File: src/design/pcsi_pkg.sv
// package: constants and carrier types for the pcm codec serial interface
package pcsi_pkg;

  // ------------------------------------------------------------
  // serial frame layout
  // ------------------------------------------------------------
  localparam int unsigned BYTE_W = 8;
  localparam int unsigned SLOT_W = 16;
  localparam logic [4:0] LEGACY_BITS = 5'h08;
  localparam logic [4:0] GCI_BITS = 5'h10;
  localparam logic [4:0] CNT_ZERO = 5'h00;
  localparam logic [4:0] CNT_ONE = 5'h01;

  // ------------------------------------------------------------
  // idle codes sent when no voice byte is queued, and the legacy pad byte
  // ------------------------------------------------------------
  localparam logic [7:0] IDLE_ALAW = 8'hd5;
  localparam logic [7:0] IDLE_MULAW = 8'hff;
  localparam logic [7:0] PAD_BYTE = 8'h00;

  // ------------------------------------------------------------
  // master clock rate selection codes
  // ------------------------------------------------------------
  localparam logic [1:0] RATE_512K = 2'h0;
  localparam logic [1:0] RATE_1536K = 2'h1;
  localparam logic [1:0] RATE_2048K = 2'h2;
  localparam logic [1:0] RATE_2560K = 2'h3;

  // interface mode taken from the strap
  typedef enum logic
  {
    PCSI_MODE_GCI = 1'b0,
    PCSI_MODE_LEGACY = 1'b1
  } pcsi_mode_e;

  // slot sequencer
  typedef enum logic
  {
    PCSI_ST_IDLE = 1'b0,
    PCSI_ST_SLOT = 1'b1
  } pcsi_state_e;

  // processor-side audio configuration
  typedef struct packed
  {
    logic mu_law;
    logic ls_max_gain;
    logic tone_dual;
    logic tone_square;
    logic tone_to_ear;
    logic tone_to_ls;
    logic tone_to_tx;
    logic latch_bit;
  } pcsi_cfg_s;

  // ringer control from the processor or the pin
  typedef struct packed
  {
    logic ring_on;
    logic ring_second;
  } pcsi_ring_s;

endpackage

File: src/design/pcsi_top.sv
// transmit fifo and top level of the pcm codec serial interface
`timescale 1ns/1ps
`default_nettype none

// ------------------------------------------------------------
// small synchronous fifo
// ------------------------------------------------------------
module pcsi_fifo #(
  parameter int unsigned WIDTH = 8,
  parameter int unsigned DEPTH = 8
) (
  // clocking
  input wire logic clk,
  input wire logic arst_n,
  input wire logic ce,
  // fill side
  input wire logic in_valid,
  output logic in_ready,
  input wire logic [WIDTH-1:0] in_data,
  // drain side
  output logic out_valid,
  input wire logic out_ready,
  output logic [WIDTH-1:0] out_data
);
  localparam int unsigned AW = $clog2(DEPTH);

  if (DEPTH < 2 || (DEPTH & (DEPTH - 1)) != 0)
  begin : g_depth_chk
    $error("fifo depth must be a power of two");
  end

  logic [WIDTH-1:0] mem [DEPTH];
  logic [AW:0] wr_reg;
  logic [AW:0] rd_reg;
  logic push;
  logic pop;

  // full when pointers differ only in the wrap bit
  assign in_ready = !((wr_reg[AW] != rd_reg[AW]) && (wr_reg[AW-1:0] == rd_reg[AW-1:0]));
  assign out_valid = (wr_reg != rd_reg);
  assign out_data = mem[rd_reg[AW-1:0]];
  assign push = ce && in_valid && in_ready;
  assign pop = ce && out_valid && out_ready;

  // storage has no reset, pointers do
  always_ff @(posedge clk)
  begin
    if (push)
    begin
      mem[wr_reg[AW-1:0]] <= in_data;
    end
  end

  // pointer update
  always_ff @(posedge clk or negedge arst_n)
  begin
    if (!arst_n)
    begin
      wr_reg <= '0;
      rd_reg <= '0;
    end
    else
    begin
      if (push)
      begin
        wr_reg <= wr_reg + 1'b1;
      end
      if (pop)
      begin
        rd_reg <= rd_reg + 1'b1;
      end
    end
  end
endmodule

// Behaviour
// - strap high legacy, low multiplexed mode
// - multiplexed mode carries control bytes with voice
// - transmit pin driven only in its slot
// - legacy bits change on master clock rise
// - multiplexed output open drain, half rate
// - legacy receive samples on falling edges
// - multiplexed receive samples half rate, rising
// - receive rise one master period after transmit
// - three-level ring pin: first, second, pause
// - ring pin overrides processor ring control
// - a-law or mu-law selected by programming
// - maximum loudspeaker gain enables anticlipping
// - tone routed to earpiece or loudspeaker
// - sine or square tone, optionally to transmit
// - open-drain latch output pulls low while programmed bit is set
// - four clock rates, two barred in multiplexed
module pcsi_top #(
  parameter int unsigned DATA_W = 8,
  parameter int unsigned FIFO_DEPTH = 8
) (
  // clocking
  input wire logic clk,
  input wire logic arst_n,
  input wire logic ce,
  // serial pins; inputs asynchronous to clk, outputs driven from clk
  input wire logic master_clk_pin,
  input wire logic frame_strobe,
  input wire logic interface_mode_strap,
  input wire logic receive_pcm_in,
  output logic transmit_pcm_out,
  output logic transmit_pcm_oe_n,
  // ring pin sensed as two comparator levels
  input wire logic ring_tone_select_pin_hi,
  input wire logic ring_tone_select_pin_lo,
  // processor-side control
  input wire pcsi_pkg::pcsi_cfg_s cfg,
  input wire pcsi_pkg::pcsi_ring_s cpu_ring,
  input wire logic ring_pin_enable,
  input wire logic [1:0] mclk_rate_sel,
  input wire logic [DATA_W-1:0] tx_ctl_byte,
  // transmit voice stream
  input wire logic tx_valid,
  output logic tx_ready,
  input wire logic [DATA_W-1:0] tx_data,
  // receive bytes
  output logic rx_valid,
  output logic [DATA_W-1:0] rx_voice,
  output logic [DATA_W-1:0] rx_ctl,
  // status and analog-side controls
  output logic legacy_mode,
  output logic rate_error,
  output pcsi_pkg::pcsi_ring_s ring_ctl,
  output pcsi_pkg::pcsi_cfg_s cfg_q,
  output logic anticlip_en,
  output logic latch_out,
  output logic latch_oe_n
);
  if (DATA_W != pcsi_pkg::BYTE_W)
  begin : g_width_chk
    $error("only eight-bit pcm bytes are supported");
  end

  // ------------------------------------------------------------
  // pin synchronisers
  // ------------------------------------------------------------
  logic mclk_s1, mclk_s2, mclk_s3;
  logic fs_s1, fs_s2, fs_s3;
  logic rxd_s1, rxd_s2;
  logic strap_s1, strap_s2;
  logic athi_s1, athi_s2;
  logic atlo_s1, atlo_s2;

  // two stages per pin; mclk and fs get a third for edges
  always_ff @(posedge clk or negedge arst_n)
  begin
    if (!arst_n)
    begin
      {mclk_s1, mclk_s2, mclk_s3} <= 3'h0;
      {fs_s1, fs_s2, fs_s3} <= 3'h0;
      {rxd_s1, rxd_s2} <= 2'h3;
      {strap_s1, strap_s2} <= 2'h3;
      {athi_s1, athi_s2} <= 2'h0;
      {atlo_s1, atlo_s2} <= 2'h0;
    end
    else if (ce)
    begin
      {mclk_s1, mclk_s2, mclk_s3} <= {master_clk_pin, mclk_s1, mclk_s2};
      {fs_s1, fs_s2, fs_s3} <= {frame_strobe, fs_s1, fs_s2};
      {rxd_s1, rxd_s2} <= {receive_pcm_in, rxd_s1};
      {strap_s1, strap_s2} <= {interface_mode_strap, strap_s1};
      {athi_s1, athi_s2} <= {ring_tone_select_pin_hi, athi_s1};
      {atlo_s1, atlo_s2} <= {ring_tone_select_pin_lo, atlo_s1};
    end
  end

  logic mclk_rise;
  logic mclk_fall;
  logic fs_rise;
  assign mclk_rise = mclk_s2 && !mclk_s3;
  assign mclk_fall = !mclk_s2 && mclk_s3;
  assign fs_rise = fs_s2 && !fs_s3;

  // ------------------------------------------------------------
  // mode and configuration
  // ------------------------------------------------------------
  pcsi_pkg::pcsi_state_e state_reg;
  pcsi_pkg::pcsi_mode_e mode_reg;
  logic is_gci;
  assign is_gci = (mode_reg == pcsi_pkg::PCSI_MODE_GCI);
  assign legacy_mode = !is_gci;

  // strap is followed only between slots so a slot never changes format
  always_ff @(posedge clk or negedge arst_n)
  begin
    if (!arst_n)
    begin
      mode_reg <= pcsi_pkg::PCSI_MODE_LEGACY;
    end
    else if (ce && state_reg == pcsi_pkg::PCSI_ST_IDLE)
    begin
      mode_reg <= strap_s2 ? pcsi_pkg::PCSI_MODE_LEGACY : pcsi_pkg::PCSI_MODE_GCI;
    end
  end

  // registered copy of configuration and derived controls
  always_ff @(posedge clk or negedge arst_n)
  begin
    if (!arst_n)
    begin
      cfg_q <= '0;
      anticlip_en <= 1'b0;
      latch_out <= 1'b0;
      latch_oe_n <= 1'b1;
      rate_error <= 1'b0;
    end
    else if (ce)
    begin
      cfg_q <= cfg;
      anticlip_en <= cfg.ls_max_gain;
      latch_out <= 1'b0;
      latch_oe_n <= !cfg.latch_bit;
      rate_error <= is_gci && (mclk_rate_sel == pcsi_pkg::RATE_512K
                               || mclk_rate_sel == pcsi_pkg::RATE_2560K);
    end
  end

  // ------------------------------------------------------------
  // ringer control
  // ------------------------------------------------------------
  // pin levels: high first tone, low second tone, floating pause
  always_ff @(posedge clk or negedge arst_n)
  begin
    if (!arst_n)
    begin
      ring_ctl <= '0;
    end
    else if (ce)
    begin
      if (ring_pin_enable)
      begin
        ring_ctl.ring_on <= athi_s2 ^ atlo_s2;
        ring_ctl.ring_second <= atlo_s2 && !athi_s2;
      end
      else
      begin
        ring_ctl <= cpu_ring;
      end
    end
  end

  // ------------------------------------------------------------
  // transmit fifo
  // ------------------------------------------------------------
  logic q_valid;
  logic q_ready;
  logic [DATA_W-1:0] q_data;
  logic slot_start;

  // a byte leaves the queue only at a frame start, so the source stalls
  assign slot_start = ce && fs_rise && state_reg == pcsi_pkg::PCSI_ST_IDLE;
  assign q_ready = slot_start;

  pcsi_fifo #(
    .WIDTH(DATA_W),
    .DEPTH(FIFO_DEPTH)
  ) u_txq (
    .clk(clk),
    .arst_n(arst_n),
    .ce(ce),
    .in_valid(tx_valid),
    .in_ready(tx_ready),
    .in_data(tx_data),
    .out_valid(q_valid),
    .out_ready(q_ready),
    .out_data(q_data)
  );

  // ------------------------------------------------------------
  // slot sequencer and shifters
  // ------------------------------------------------------------
  logic [pcsi_pkg::SLOT_W-1:0] tx_sh_reg;
  logic [pcsi_pkg::SLOT_W-1:0] rx_sh_reg;
  logic [4:0] out_cnt_reg;
  logic half_reg;
  logic drive_reg;
  logic tx_edge;
  logic rx_edge;
  logic [4:0] slot_bits;
  logic [DATA_W-1:0] idle_code;

  assign slot_bits = is_gci ? pcsi_pkg::GCI_BITS : pcsi_pkg::LEGACY_BITS;
  assign idle_code = cfg.mu_law ? pcsi_pkg::IDLE_MULAW : pcsi_pkg::IDLE_ALAW;

  // legacy: every rise; multiplexed: every second rise
  assign tx_edge = ce && state_reg == pcsi_pkg::PCSI_ST_SLOT && mclk_rise
                   && (!is_gci || !half_reg);
  // multiplexed receive rise is one master period after the transmit rise
  assign rx_edge = ce && drive_reg && (is_gci ? (mclk_rise && half_reg) : mclk_fall);

  // sequencer state
  always_ff @(posedge clk or negedge arst_n)
  begin
    if (!arst_n)
    begin
      state_reg <= pcsi_pkg::PCSI_ST_IDLE;
      out_cnt_reg <= pcsi_pkg::CNT_ZERO;
      half_reg <= 1'b0;
      drive_reg <= 1'b0;
    end
    else if (ce)
    begin
      unique case (state_reg)
        pcsi_pkg::PCSI_ST_IDLE:
        begin
          if (fs_rise)
          begin
            state_reg <= pcsi_pkg::PCSI_ST_SLOT;
            out_cnt_reg <= pcsi_pkg::CNT_ZERO;
            half_reg <= 1'b0;
          end
        end
        pcsi_pkg::PCSI_ST_SLOT:
        begin
          if (is_gci && mclk_rise)
          begin
            half_reg <= !half_reg;
          end
          if (tx_edge)
          begin
            if (out_cnt_reg == slot_bits)
            begin
              drive_reg <= 1'b0;
              state_reg <= pcsi_pkg::PCSI_ST_IDLE;
            end
            else
            begin
              drive_reg <= 1'b1;
              out_cnt_reg <= out_cnt_reg + pcsi_pkg::CNT_ONE;
            end
          end
        end
      endcase
    end
  end

  // transmit shifter: voice byte first, control byte after it in multiplexed mode
  always_ff @(posedge clk or negedge arst_n)
  begin
    if (!arst_n)
    begin
      tx_sh_reg <= '0;
      transmit_pcm_out <= 1'b1;
    end
    else if (slot_start)
    begin
      tx_sh_reg <= {q_valid ? q_data : idle_code,
                    mode_reg == pcsi_pkg::PCSI_MODE_GCI ? tx_ctl_byte : pcsi_pkg::PAD_BYTE};
    end
    else if (tx_edge && out_cnt_reg != slot_bits)
    begin
      transmit_pcm_out <= tx_sh_reg[pcsi_pkg::SLOT_W-1];
      tx_sh_reg <= {tx_sh_reg[pcsi_pkg::SLOT_W-2:0], 1'b0};
    end
  end

  // open drain in multiplexed mode only pulls low; the pull-up makes ones
  assign transmit_pcm_oe_n = !(drive_reg && (!is_gci || !transmit_pcm_out));

  // receive shifter and byte hand-off
  always_ff @(posedge clk or negedge arst_n)
  begin
    if (!arst_n)
    begin
      rx_sh_reg <= '0;
      rx_voice <= '0;
      rx_ctl <= '0;
      rx_valid <= 1'b0;
    end
    else if (ce)
    begin
      rx_valid <= 1'b0;
      if (rx_edge)
      begin
        rx_sh_reg <= {rx_sh_reg[pcsi_pkg::SLOT_W-2:0], rxd_s2};
      end
      if (tx_edge && out_cnt_reg == slot_bits)
      begin
        rx_valid <= 1'b1;
        if (is_gci)
        begin
          rx_voice <= rx_sh_reg[pcsi_pkg::SLOT_W-1:DATA_W];
          rx_ctl <= rx_sh_reg[DATA_W-1:0];
        end
        else
        begin
          rx_voice <= rx_sh_reg[DATA_W-1:0];
        end
      end
    end
  end
endmodule

`default_nettype wire

File: config.mk
export PLATFORM = sky130hd
export DESIGN_NAME = pcsi_top
export DESIGN_NICKNAME = d
export VERILOG_FILES = /design/src/design/pcsi_pkg.sv /design/src/design/pcsi_top.sv
export SDC_FILE = /design/constraint.sdc
export NUM_CORES = 1
export LEC_CHECK = 0
export ABC_AREA = 1
export BUFFER_PORTS_ARGS = -buffer_cell sky130_fd_sc_hd__buf_2
export CORE_MARGIN = 5
export CORE_UTILIZATION = 55
export CTS_BUF_LIST = sky130_fd_sc_hd__clkbuf_8 sky130_fd_sc_hd__clkbuf_16
export DETAILED_ROUTE_END_ITERATION = 8
export PLACE_DENSITY_LB_ADDON = 0.3
export SLEW_MARGIN = 0
export SYNTH_ARGS = -nofsm -noshare
export SYNTH_HDL_FRONTEND = slang
export SYNTH_SLANG_ARGS = --single-unit
export TNS_END_PERCENT = 30
File: constraint.sdc
create_clock -name clk -period 4.2 [get_ports clk]
set_clock_uncertainty 0.15 [all_clocks]
set_input_delay 0.21 -clock clk [delete_from_list [all_inputs] [get_ports clk]]
set_output_delay 0.21 -clock clk [all_outputs]
set_load 0.05 [all_outputs]
# == Word-level counts from Yosys, hierarchy flattened ==
# Memory sizes are Yosys's and may differ from the RTL's.
# Cells that the tools add are included.
# word_totals
reg_bits,93
latchBits,0
mem_bits_rw,64
romBits,0
input_bits,39
output_inout_bits,35
wordCells,125
memories,1
# classes
add_sub_neg,3
mul,0
div,0
order_cmp,0
n_eq_ne,10
n_shift,0
mux,24
n_bitwise,4
n_reduce_logical,44
# memory_table
memory,words,word_bits,read_ports,rd_clocked_by_memory_dff,write_ports,line,source
u_txq.mem,8,8,1,0,1,pcsi_top.sv:32,logic [WIDTH-1:0] mem [DEPTH];
# ops
cell,count
$mux W16,2
$mux W8,3
$logic_and A1 B1 Y1,23
$mux W5,4
$mux W1,10
$pmux W5 S2,1
$logic_not A1 Y1,9
$reduce_and A3 Y1,3
$add A4 B1 Y4 const B,2
$mux W6,1
$reduce_and A2 Y1,3
$add A5 B1 Y5 const B,1
$eq A5 B5 Y1,1
$ne A5 B5 Y1,1
$ne A2 B1 Y1 const B,2
$ne A2 B2 Y1 const B,2
$ne A4 B4 Y1,1
$pmux W1 S2,2
$reduce_and A4 Y1,1
$eq A3 B3 Y1,1
$logic_or A1 B1 Y1,3
$not A1 Y1,3
$eq A2 B2 Y1 const B,1
$logic_not A2 Y1,1
other kinds (4),4

# == Longest topological paths before layout ==
# Gate-level depths: netlist (run 1).
# logic_depth
ltp_word,7
ltp_mapped,11
mapped_depth_nobuf,10

# == Hierarchy ==
# Synthesis (run 1) repeated with hierarchy kept, for this count alone.
# unflattened
hier_cells,746
hier_area_um2,6932.9
# by_module_without_submodules
mod,instances,cells_each,area_each_um2,seq_area_each_um2
pcsi_top,1,477,3880.0,2135.8
pcsi_fifo,1,269,3052.9,2122.0

# == Least setup slack after synthesis (run 1) ==
# No wires, ideal clock.
# synth_timing
path_kind,flip-flop to flip-flop
from,register u_txq.rd_reg[1]
to,"memory u_txq.mem[1][0], enable pin"
setup_time_ns,0.383
t_arrival_ns,2.080
required_ns,3.667
setup_slack_ns,1.587
path_stages_with_launch,7
path_buffers,2
synth_period_minus_slack_ns,2.613
path_cell_list,dfrtp_1 buf_4 xnor2_1 nand4_1 nand3_1 buf_2 nor3_1
# synth_between
elab_chain_len,6
# synth_rtl
element,line,source
start: declaration,pcsi_top.sv:34,logic [AW:0] rd_reg;
start signal: assignment,pcsi_top.sv:70,rd_reg <= rd_reg + 1'b1;
$eq A3 B3 Y1,pcsi_top.sv:39,assign in_ready = !((wr_reg[AW] != rd_reg[AW]) && (wr_reg[AW-1:0] == rd_reg[AW-1:0]));
$logic_and A1 B1 Y1,pcsi_top.sv:39,
$logic_not A1 Y1,pcsi_top.sv:39,
via tx_ready,pcsi_top.sv:119,"output logic tx_ready,"
$logic_and A1 B1 Y1,pcsi_top.sv:42,assign push = ce && in_valid && in_ready;
$mux W1,pcsi_top.sv:48,if (push)
$mux W1 (not written as such),pcsi_top.sv:50,mem[wr_reg[AW-1:0]] <= in_data;
end: declaration,pcsi_top.sv:32,
# The timed path passes the listed nets, and every way through them passes these cells.

# == Worst setup path after layout (run 1) ==
# layout_timing
from,register u_txq.rd_reg[0]
to,"memory u_txq.mem[2][5], enable pin"
# layout_between
elab_chain_len,6
# layout_rtl
element,line
$eq A3 B3 Y1,pcsi_top.sv:39
$logic_and A1 B1 Y1,pcsi_top.sv:39
$logic_not A1 Y1,pcsi_top.sv:39
$logic_and A1 B1 Y1,pcsi_top.sv:42
$mux W1,pcsi_top.sv:48
$mux W1 (not written as such),pcsi_top.sv:50
# No other way between the ends.

==> results.toml, run 1 <==
[worst_setup_path]
crit_arrival_ns = 2.60
max_stage_delay_ns = 0.64
cp_data_required_time_ns = 4.10
slowest_stage = "nor2_1"
r2r_cells = 7
crit_chain = "buf_4, inv_2, nand2_1, nand2_1, nand4_1, nand4_1, nor2_1"
crit_type = "reg2reg"
crit_fanout = 37
cp-start-kind = "flip-flop"
crit_path_end_kind = "flip-flop"

[global_routing]
grt_pass1_wl_mm = 25.0
first_global_vias = 4992
grt.total_usage_pct = 21.9
grt.overflow.total = 0
grt_max_degree = 53
antenna_found_initial = 0

[place]
port_buffers = 72
dp_hpwl_mm = 9.97
globalplace.congestion = 0.958
dp.cells = 897

[power_and_ir_drop]
p_leak_nw = 3.71
power_density_nw_per_um2 = 609
ir_worst_vdd_mv = 0.359

[routing]
wl_per_cell_um = 15.8
post_drt_via_cell_ratio = 5.32
routed_wl_mm = 15.2
drt_iter0_markers = 499
post-route-drc-count = 0
drt-pass1-iter-count = 5
ant_nets = 0
via_count = 5126

[floorplan]
dieArea_um2 = 14600
num_rows = 40
die_y_um = 121
coreArea_um2 = 12000
die_w_um = 121
initial_core_util_pct = 56.3
io_pins = 74

[clock_tree]
cts_tree = "yes"
cts-root-buf = "clkbuf_16"
cts_resized = 0
clkSlewWorstSetupHoldPaths_ns = 0.06
htree_levels = 4
numCtsBuffers = 17
clock_latency_ns = 0.42
cts.sinks = 157
clockBufferDepth = 2

[cells_and_area]
nets = 848
largest_reg_flops = 64
area_growth_pct = 20.0
multi_input_area_um2 = 2170
layout-drive-gt1-share_pct = 16.9
seqCellArea_um2 = 4260
fillCellCount = 904
instances_no_fill = 964

[logic_synthesis]
yosysSeqAreaShare_pct = 62.9
avgSynthCellArea_um2 = 9.61
ys_ff_latch = 157
async_flop_share_pct = 59.2
yosysWarnings = 0
synth.distinct_cells = 36
yosysMostFrequentCell = "nand2_1"
syn-num-nets = 748
synthesis.area_um2 = 6770
synth_top_area_share_pct = 31.8
synth_edf_count = 64
synth_flop_cell = "dfrtp_1"
synthCells = 704
synth.area.top_cells = "dfrtp_1, edfxtp_1, nand2_1, nor2_1, nand3_1"
synthTopCellsByCount = "nand2_1, dfrtp_1, nor2_1, edfxtp_1, nand3_1"
yosysTopAreaCell = "dfrtp_1"

[sta]
finalCriticalPeriod_ns = 2.70
rsz0062_at_grt = "no"
slew_headroom_pct = 34.6
final-hold-violation-count = 0
finalCritPeriodShare_pct = 64.2
fmax_mhz = 371
tns_ns = 0
maxSlewViolCount = 0
setup_viol = 0
worst_pin_slew_ns = 0.979

[flow_run]
max_cap_violations = 0

[run_status]
status = "completed"

[hold_path]
min_path_type = "in2reg"
hold_depth = 3
[metrics by stage]
stage	util [%]	instance area, µm²	total power, mW	hold slack [ns]	setup WS (ns)
finish	67.6	8120	4.95	0.0308	1.50
global route	67.6	8120	5.24	0.0610	1.25
CTS	67.5	8110	4.95	0.00249	1.50
detailed placement	59.8	7190	3.43	0.0766	1.49
global placement	59.8	7190	3.37	0.0737	1.68
floorplan	-	6770	3.11	-0.236	1.59
[layout make-up]
cell class | count | share of cell area, %
flip-flops and latches | 157 | 52.4
multi-input cells | 471 | 26.8
repair buffers | 113 | 9.34
clock buffers | 17 | 5.24
well taps | 147 | 2.26
inverters | 44 | 2.03
clock inverters | 14 | 1.91
diodes | 1 | 0.0308
[path summary, 6_finish.rpt]
kind                                                   to                   startpoint  slack (ns)
worst max-delay path            u_txq.mem[2][5]$_DFFE_PP_  u_txq.rd_reg[0]$_DFFE_PN0P_        1.50
worst min-delay path               rate_error$_DFFE_PN0P_             mclk_rate_sel[1]        0.03
worst max register to register  u_txq.mem[2][5]$_DFFE_PP_  u_txq.rd_reg[0]$_DFFE_PN0P_        1.50
worst min register to register         rxd_s1$_DFFE_PN1P_           rxd_s1$_DFFE_PN1P_        0.32
max in group asynchronous            cfg_q[4]$_DFFE_PN0P_                       arst_n        2.68
min in group asynchronous        tx_sh_reg[3]$_DFFE_PN0P_                       arst_n        0.17
[critical path, delay by kind of cell, from the launching register on]
family	cells	cell delay, ns
buf+inv	2	0.63
flops	1	0.32
simple gates	5	1.23
[placed cells by master, fill, tap and decap left out, drive strengths merged, types with 4 or more instances in the layout]
master       count
dlygate4sd3     35
a21oi            6
buf             78
nand2          238
clkinv           7
edfxtp          64
clkbuf          17
nand4            4
inv             45
ha               5
o21ai           62
dfrtp           86
dfstp            7
a31oi            9
nor2            79
xor2             7
nand3           49
[cell families after synthesis]
group                      after synthesis  synth area share, %
muxes                                    2                0.296
buffers and inverters                   76                 4.94
xor gates and xnor gates                 9                 1.17
adders and majority gates                5                0.925
other                                    1               0.0554
AOI/OAI and AO/OA                       81                 6.82
and+or+nand+nor                        373                 22.9
DFF                                    157                 62.9
[metal layers]
| metal | up-vias | part of all wire, % | GRT usage (%) |
|---|---|---|---|
| met1 | 2406 | 41 | 27.3 |
| met3 | 51 | 5.3 | 5.27 |
| li1 | 2493 | - | - |
| met5 | - | 0 | 0 |
| met4 | 0 | 3.4 | 10.1 |
| met2 | 176 | 50 | 36.3 |
[report_power, final]
group	internal (mW)	leakage (nW)	switching, mW
Sequential	1.88	1.76	0.231
Combinational	0.409	1.66	0.925
Clock	0.920	0.282	0.581
[what timing repair did]
action,in CTS,in global routing
endpoints found under the setup margin,0,0
hold buffers,34,1
hold endpoints to repair,116,6
buffers inserted,0,0
(Power assumes the default switching activity.)
==> run 2, diff against run 1 <==
--- a/config.mk
+++ b/config.mk
@@ -5,7 +5,7 @@
 export SDC_FILE = /design/constraint.sdc
 export NUM_CORES = 1
 export LEC_CHECK = 0
-export ABC_AREA = 1
+export ABC_AREA = 0
 export BUFFER_PORTS_ARGS = -buffer_cell sky130_fd_sc_hd__buf_2
 export CORE_MARGIN = 5
 export CORE_UTILIZATION = 55
==> constraint.sdc (replaced) <==
create_clock -name clk -period 2.5 [get_ports clk]
set_clock_uncertainty 0.15 [all_clocks]
set_input_delay 0.125 -clock clk [delete_from_list [all_inputs] [get_ports clk]]
set_output_delay 0.125 -clock clk [all_outputs]
set_load 0.05 [all_outputs]
==> run 2 against run 1 <==
Maximum frequency grew 16%. Combinational power shrank 31%. Hold slack gained 0.0087 ns. Global-route usage shrank 3.6 points. Critical path depth shrank 3. Final cell count shrank 27%. Sequential power grew 50%. Wire length shrank 19%. Register-to-register slack lost 1.3 ns. Synthesized area shrank 4.1%. Largest cell class unchanged.
==> results.toml, run 2 <==
[worst_setup_path]
max_stage_delay_ns = 0.43
slowest_stage = "or3b_1"
cp_data_required_time_ns = 2.64
crit_arrival_ns = 2.46
crit_chain = "or3b_1, a2111oi_4, and2b_1, mux2_2"
crit_fanout = 8
cp-start-kind = "flip-flop"
crit_type = "reg2reg"
crit_path_end_kind = "flip-flop"

[routing]
post_drt_via_cell_ratio = 5.45
drt-pass1-iter-count = 4
post-route-drc-count = 0
ant_nets = 0
routed_wl_mm = 12.3
via_count = 3835
drt_iter0_markers = 191
wl_per_cell_um = 17.4

[sta]
finalCriticalPeriod_ns = 2.32
setup_viol = 0
final-hold-violation-count = 0
maxSlewViolCount = 0
fin_ws_ns = 0.184
whs_ns = 0.0395
finalCritPeriodShare_pct = 92.6
tns_ns = 0
worst_pin_slew_ns = 0.621
slew_headroom_pct = 58.6
fmax_mhz = 432
rsz0062_at_grt = "no"

[global_routing]
grt.total_usage_pct = 18.4
grt_max_degree = 49
first_global_vias = 4053
grt_pass1_wl_mm = 20.4
antenna_found_initial = 0
grt.overflow.total = 0

[floorplan]
die_w_um = 119
num_rows = 39
coreArea_um2 = 11500
io_pins = 74
dieArea_um2 = 14100
initial_core_util_pct = 56.6
die_y_um = 119

[logic_synthesis]
yosysSeqAreaShare_pct = 65.6
syn-num-nets = 467
synthesis.area_um2 = 6490
async_flop_share_pct = 59.2
synth.area.top_cells = "dfrtp_1, edfxtp_1, mux2_2, mux4_2, dfstp_2"
synthTopCellsByCount = "dfrtp_1, edfxtp_1, mux2_2, nor2_1, nand2_1"
yosysMostFrequentCell = "dfrtp_1"
yosysTopAreaCell = "dfrtp_1"
synthCells = 423
synth_edf_count = 64
avgSynthCellArea_um2 = 15.3
yosysWarnings = 0
ys_ff_latch = 157
synth.distinct_cells = 45
synth_top_area_share_pct = 33.2
synth_flop_cell = "dfrtp_1"

[cells_and_area]
instances_no_fill = 704
fillCellCount = 800
finalInstanceArea_um2 = 8000
layout-drive-gt1-share_pct = 35.7
layout_common_cells = "dfrtp_1, buf_2, edfxtp_1, mux2_2, dlygate4sd3_1"
nets = 592
area_growth_pct = 23.4
largest_reg_flops = 64
postLayoutCoreUtil_pct = 69.8
antenna_cells = 0
final_common_cell = "dfrtp_1"

[place]
dp_slack_ns = 0.212
post_dp_cell_area_um2 = 7100
dp.cells = 635
dp_hpwl_mm = 7.91
globalplace.congestion = 0.782
port_buffers = 72

[power_and_ir_drop]
p_leak_nw = 3.42
power_density_nw_per_um2 = 792
ir_worst_vdd_mv = 0.825
total_power_mw = 6.34

[clock_tree]
clockBufferDepth = 2
htree_levels = 4
clock_latency_ns = 0.41
cts_resized = 0
cts_tree = "yes"
cts-root-buf = "clkbuf_16"
cts.sinks = 157
numCtsBuffers = 17
clkSlewWorstSetupHoldPaths_ns = 0.06

[hold_path]
min_path_type = "in2reg"

[flow_run]
max_cap_violations = 0

[run_status]
status = "completed"
## run 2: worst paths after layout
check / start / end / slack [ns] / cells after the start
worst min register to register: rate_error$_DFFE_PN0P_ / rate_error$_DFFE_PN0P_ / 0.34 / 2
max in group asynchronous: arst_n / transmit_pcm_out$_DFFE_PN1P_ / 1.35 / 3
worst max-delay path: out_cnt_reg[3]$_DFFE_PN0P_ / rx_ctl[3]$_DFFE_PN0P_ / 0.18 / 4
worst min-delay path: tx_valid / u_txq.wr_reg[3]$_DFFE_PN0P_ / 0.04 / 5
min in group asynchronous: arst_n / ring_ctl[0]$_DFFE_PN0P_ / 0.14 / 2
worst max register to register: out_cnt_reg[3]$_DFFE_PN0P_ / rx_ctl[3]$_DFFE_PN0P_ / 0.18 / 4
## run 2: layer usage
metal  share of wire, %  global-route usage, %  wire length, µm
met1                 42                   22.8             5120
met2                 53                   30.9             6490
met3                3.6                   4.78              440
met4                1.9                   7.23              231
met5                  0                      0                0
## run 2: where the power goes
part           switching, mW  internal [mW]  total [mW]
logic                  0.522          0.399       0.921
registers              0.197           2.96        3.16
clock network          0.895           1.37        2.26
## run 2: kinds of logic (layout without fill, tap and decap cells)
kind of cell	count (synthesis)	in the layout	synth area share, %
xor+xnor	14	14	1.89
flops	157	157	65.6
buf+inv	33	171	2.33
other cells	1	1	0.0578
fa+ha+maj	5	5	0.964
compound gates	51	51	5.88
simple gates	78	78	6.19
mux	84	84	17.0
## run 2: repair_timing
| action | in CTS | in global routing |
|---|---|---|
| endpoints found under the hold margin | 137 | 0 |
| setup buffers | 0 | 0 |
| hold buffers | 37 | 0 |
## run 2: cell type report
type	count	area, µm²	share of cell area, %
clock buffers	22	494	6.18
clock inverters	10	40.0	0.500
inverters	8	30.0	0.375
multi-input cells	233	2090	26.1
flip-flops and latches	157	4260	53.2
well taps	143	179	2.24
repair buffers	131	911	11.4
## run 2: worst max-delay path: cells and delay by family (launching register included)
| kind | cells | cell delay (ns) |
|---|---|---|
| AOI/OAI and AO/OA | 1 | 0.38 |
| and+or+nand+nor | 2 | 0.86 |
| DFF | 1 | 0.42 |
| muxes | 1 | 0.39 |
==> run 3, diff against run 2 <==
--- a/config.mk
+++ b/config.mk
@@ -5,12 +5,13 @@
 export SDC_FILE = /design/constraint.sdc
 export NUM_CORES = 1
 export LEC_CHECK = 0
-export ABC_AREA = 0
+export ABC_AREA = 1
 export BUFFER_PORTS_ARGS = -buffer_cell sky130_fd_sc_hd__buf_2
 export CORE_MARGIN = 5
 export CORE_UTILIZATION = 55
 export CTS_BUF_LIST = sky130_fd_sc_hd__clkbuf_8 sky130_fd_sc_hd__clkbuf_16
 export DETAILED_ROUTE_END_ITERATION = 8
+export GPL_ROUTABILITY_DRIVEN = 0
 export PLACE_DENSITY_LB_ADDON = 0.3
 export SLEW_MARGIN = 0
 export SYNTH_ARGS = -nofsm -noshare
==> run 3 against run 2 <==
Flip-flop and latch count unchanged. Clock-buffer cell count down 1. Clock power up 8%. Utilization down 0.59 points. Hold slack worse by 0.012 ns. Maximum frequency up 6.3%. Global-route usage up 4.7 points. Combinational power rose to 2.6 times the previous value.
==> results.toml, run 3 (synthesized netlist as in run 1, its figures left out) <==
[sta]
maxSlewViolCount = 0
setup_viol = 0
fmax_mhz = 459
final-hold-violation-count = 0
rsz0062_at_grt = "no"
worst_pin_slew_ns = 0.591
slew_headroom_pct = 60.4
tns_ns = 0
finalCritPeriodShare_pct = 87.1
fin_ws_ns = 0.322
finalCriticalPeriod_ns = 2.18

[worst_setup_path]
r2r_setup_slack_ns = 0.32
cp_data_required_time_ns = 2.47
crit_arrival_ns = 2.15
crit_path_end_kind = "flip-flop"
cp-start-kind = "flip-flop"
crit_fanout = 12
crit_type = "reg2reg"

[routing]
post_drt_via_cell_ratio = 5.33
drt_iter0_markers = 622
wl_per_cell_um = 16.1
via_count = 5265
post-route-drc-count = 0
drt-pass1-iter-count = 5
ant_nets = 0
routed_wl_mm = 15.9

[cells_and_area]
area_growth_pct = 22.9
nets = 871
layout-drive-gt1-share_pct = 18.3
layout_common_cells = "nand2_1, dfrtp_1, nor2_1, buf_2, edfxtp_1"
seqCellArea_um2 = 4260
multi_input_area_um2 = 2170
antenna_cells = 0
instances_no_fill = 987
final_common_cell = "nand2_1"
fillCellCount = 866
largest_reg_flops = 64

[clock_tree]
clock_latency_ns = 0.42
numCtsBuffers = 17
cts_resized = 0
cts-root-buf = "clkbuf_16"
cts.sinks = 157
clockBufferDepth = 2
htree_levels = 4
clkSlewWorstSetupHoldPaths_ns = 0.06
cts_tree = "yes"

[power_and_ir_drop]
p_int_mw = 5.40
combPwrFrac_pct = 28.5
power_density_nw_per_um2 = 1010
swShare_pct = 35.4
p_leak_nw = 3.84
ir_worst_vdd_mv = 0.774
total_power_mw = 8.36
switching_power_mw = 2.96
seq_power_share_pct = 42.5
clock_power_share_pct = 29.0

[floorplan]
die_y_um = 121
io_pins = 74
die_w_um = 121
num_rows = 40
coreArea_um2 = 12000
dieArea_um2 = 14600
initial_core_util_pct = 56.3

[place]
dp.cells = 913
dp_hpwl_mm = 10.6
dp_slack_ns = 0.368
port_buffers = 72

[run_status]
status = "completed"

[global_routing]
grt.overflow.total = 0
grt_max_degree = 44
grt.total_usage_pct = 23.0
grt_pass1_wl_mm = 26.1
antenna_found_initial = 0
first_global_vias = 5431

[hold_path]
min_path_type = "in2reg"

[flow_run]
max_cap_violations = 0
run 3: metrics by stage:
stage          util, %  hold slack [ns]  cell area, µm²
2_1_floorplan        -           -0.321            6770
3_3_place_gp      60.9         -0.00988            7320
3_5_place_dp      60.9         -0.00178            7320
4_1_cts           69.2           0.0131            8310
5_1_grt           69.2           0.0352            8310
6_report          69.2           0.0272            8310
run 3: final cells by class:
class,instances,area share (%)
tap,147,2.21
clock buffer,21,5.92
clock inverter,11,0.948
sequential,157,51.2
inverter,44,1.99
timing repair buffer,136,11.6
multi-input combinational,471,26.1
run 3: power groups by stage:
stage | Combinational, mW | Clock [mW] | Sequential, mW
floorplan | 1.52 | 0 | 3.70
CTS | 2.37 | 2.47 | 3.55
global route | 2.66 | 2.60 | 3.61
detailed placement | 2.31 | 0 | 3.59
global placement | 2.24 | 0 | 3.57
finish | 2.38 | 2.43 | 3.55
run 3: final timing paths:
| check | startpoint | endpoint | cells past startpoint |
|---|---|---|---|
| worst max-delay path | u_txq.rd_reg[2]$_DFFE_PN0P_ | u_txq.mem[2][6]$_DFFE_PP_ | 7 |
| worst min register to register | atlo_s1$_DFFE_PN0P_ | atlo_s2$_DFFE_PN0P_ | 2 |
| min in group asynchronous | arst_n | tx_sh_reg[2]$_DFFE_PN0P_ | 2 |
| worst max register to register | u_txq.rd_reg[2]$_DFFE_PN0P_ | u_txq.mem[2][6]$_DFFE_PP_ | 7 |
| max in group asynchronous | arst_n | tx_sh_reg[11]$_DFFE_PN0P_ | 3 |
| worst min-delay path | tx_valid | u_txq.wr_reg[0]$_DFFE_PN0P_ | 3 |
run 3: timing repair:
item | in CTS | in global routing
hold buffers | 42 | 0
hold endpoints to repair | 162 | 0
buffers inserted | 0 | 0
run 3: worst max-delay path, stage by stage (launching register included):
cell	delay (ns)
dfrtp_1	0.56
inv_2	0.17
nand2_1	0.10
nand2_1	0.07
nand4_1	0.18
nand4_1	0.27
nor2_1	0.19
buf_4	0.19
run 3: routing by layer:
metal  global-route usage [%]  routed length, µm  up-vias
li1                         -                  -     2537
met1                     26.6               6240     2522
met2                     40.3               8240      161
met3                     5.73                811       45
met4                     10.5                568        0
met5                        0                  0        -
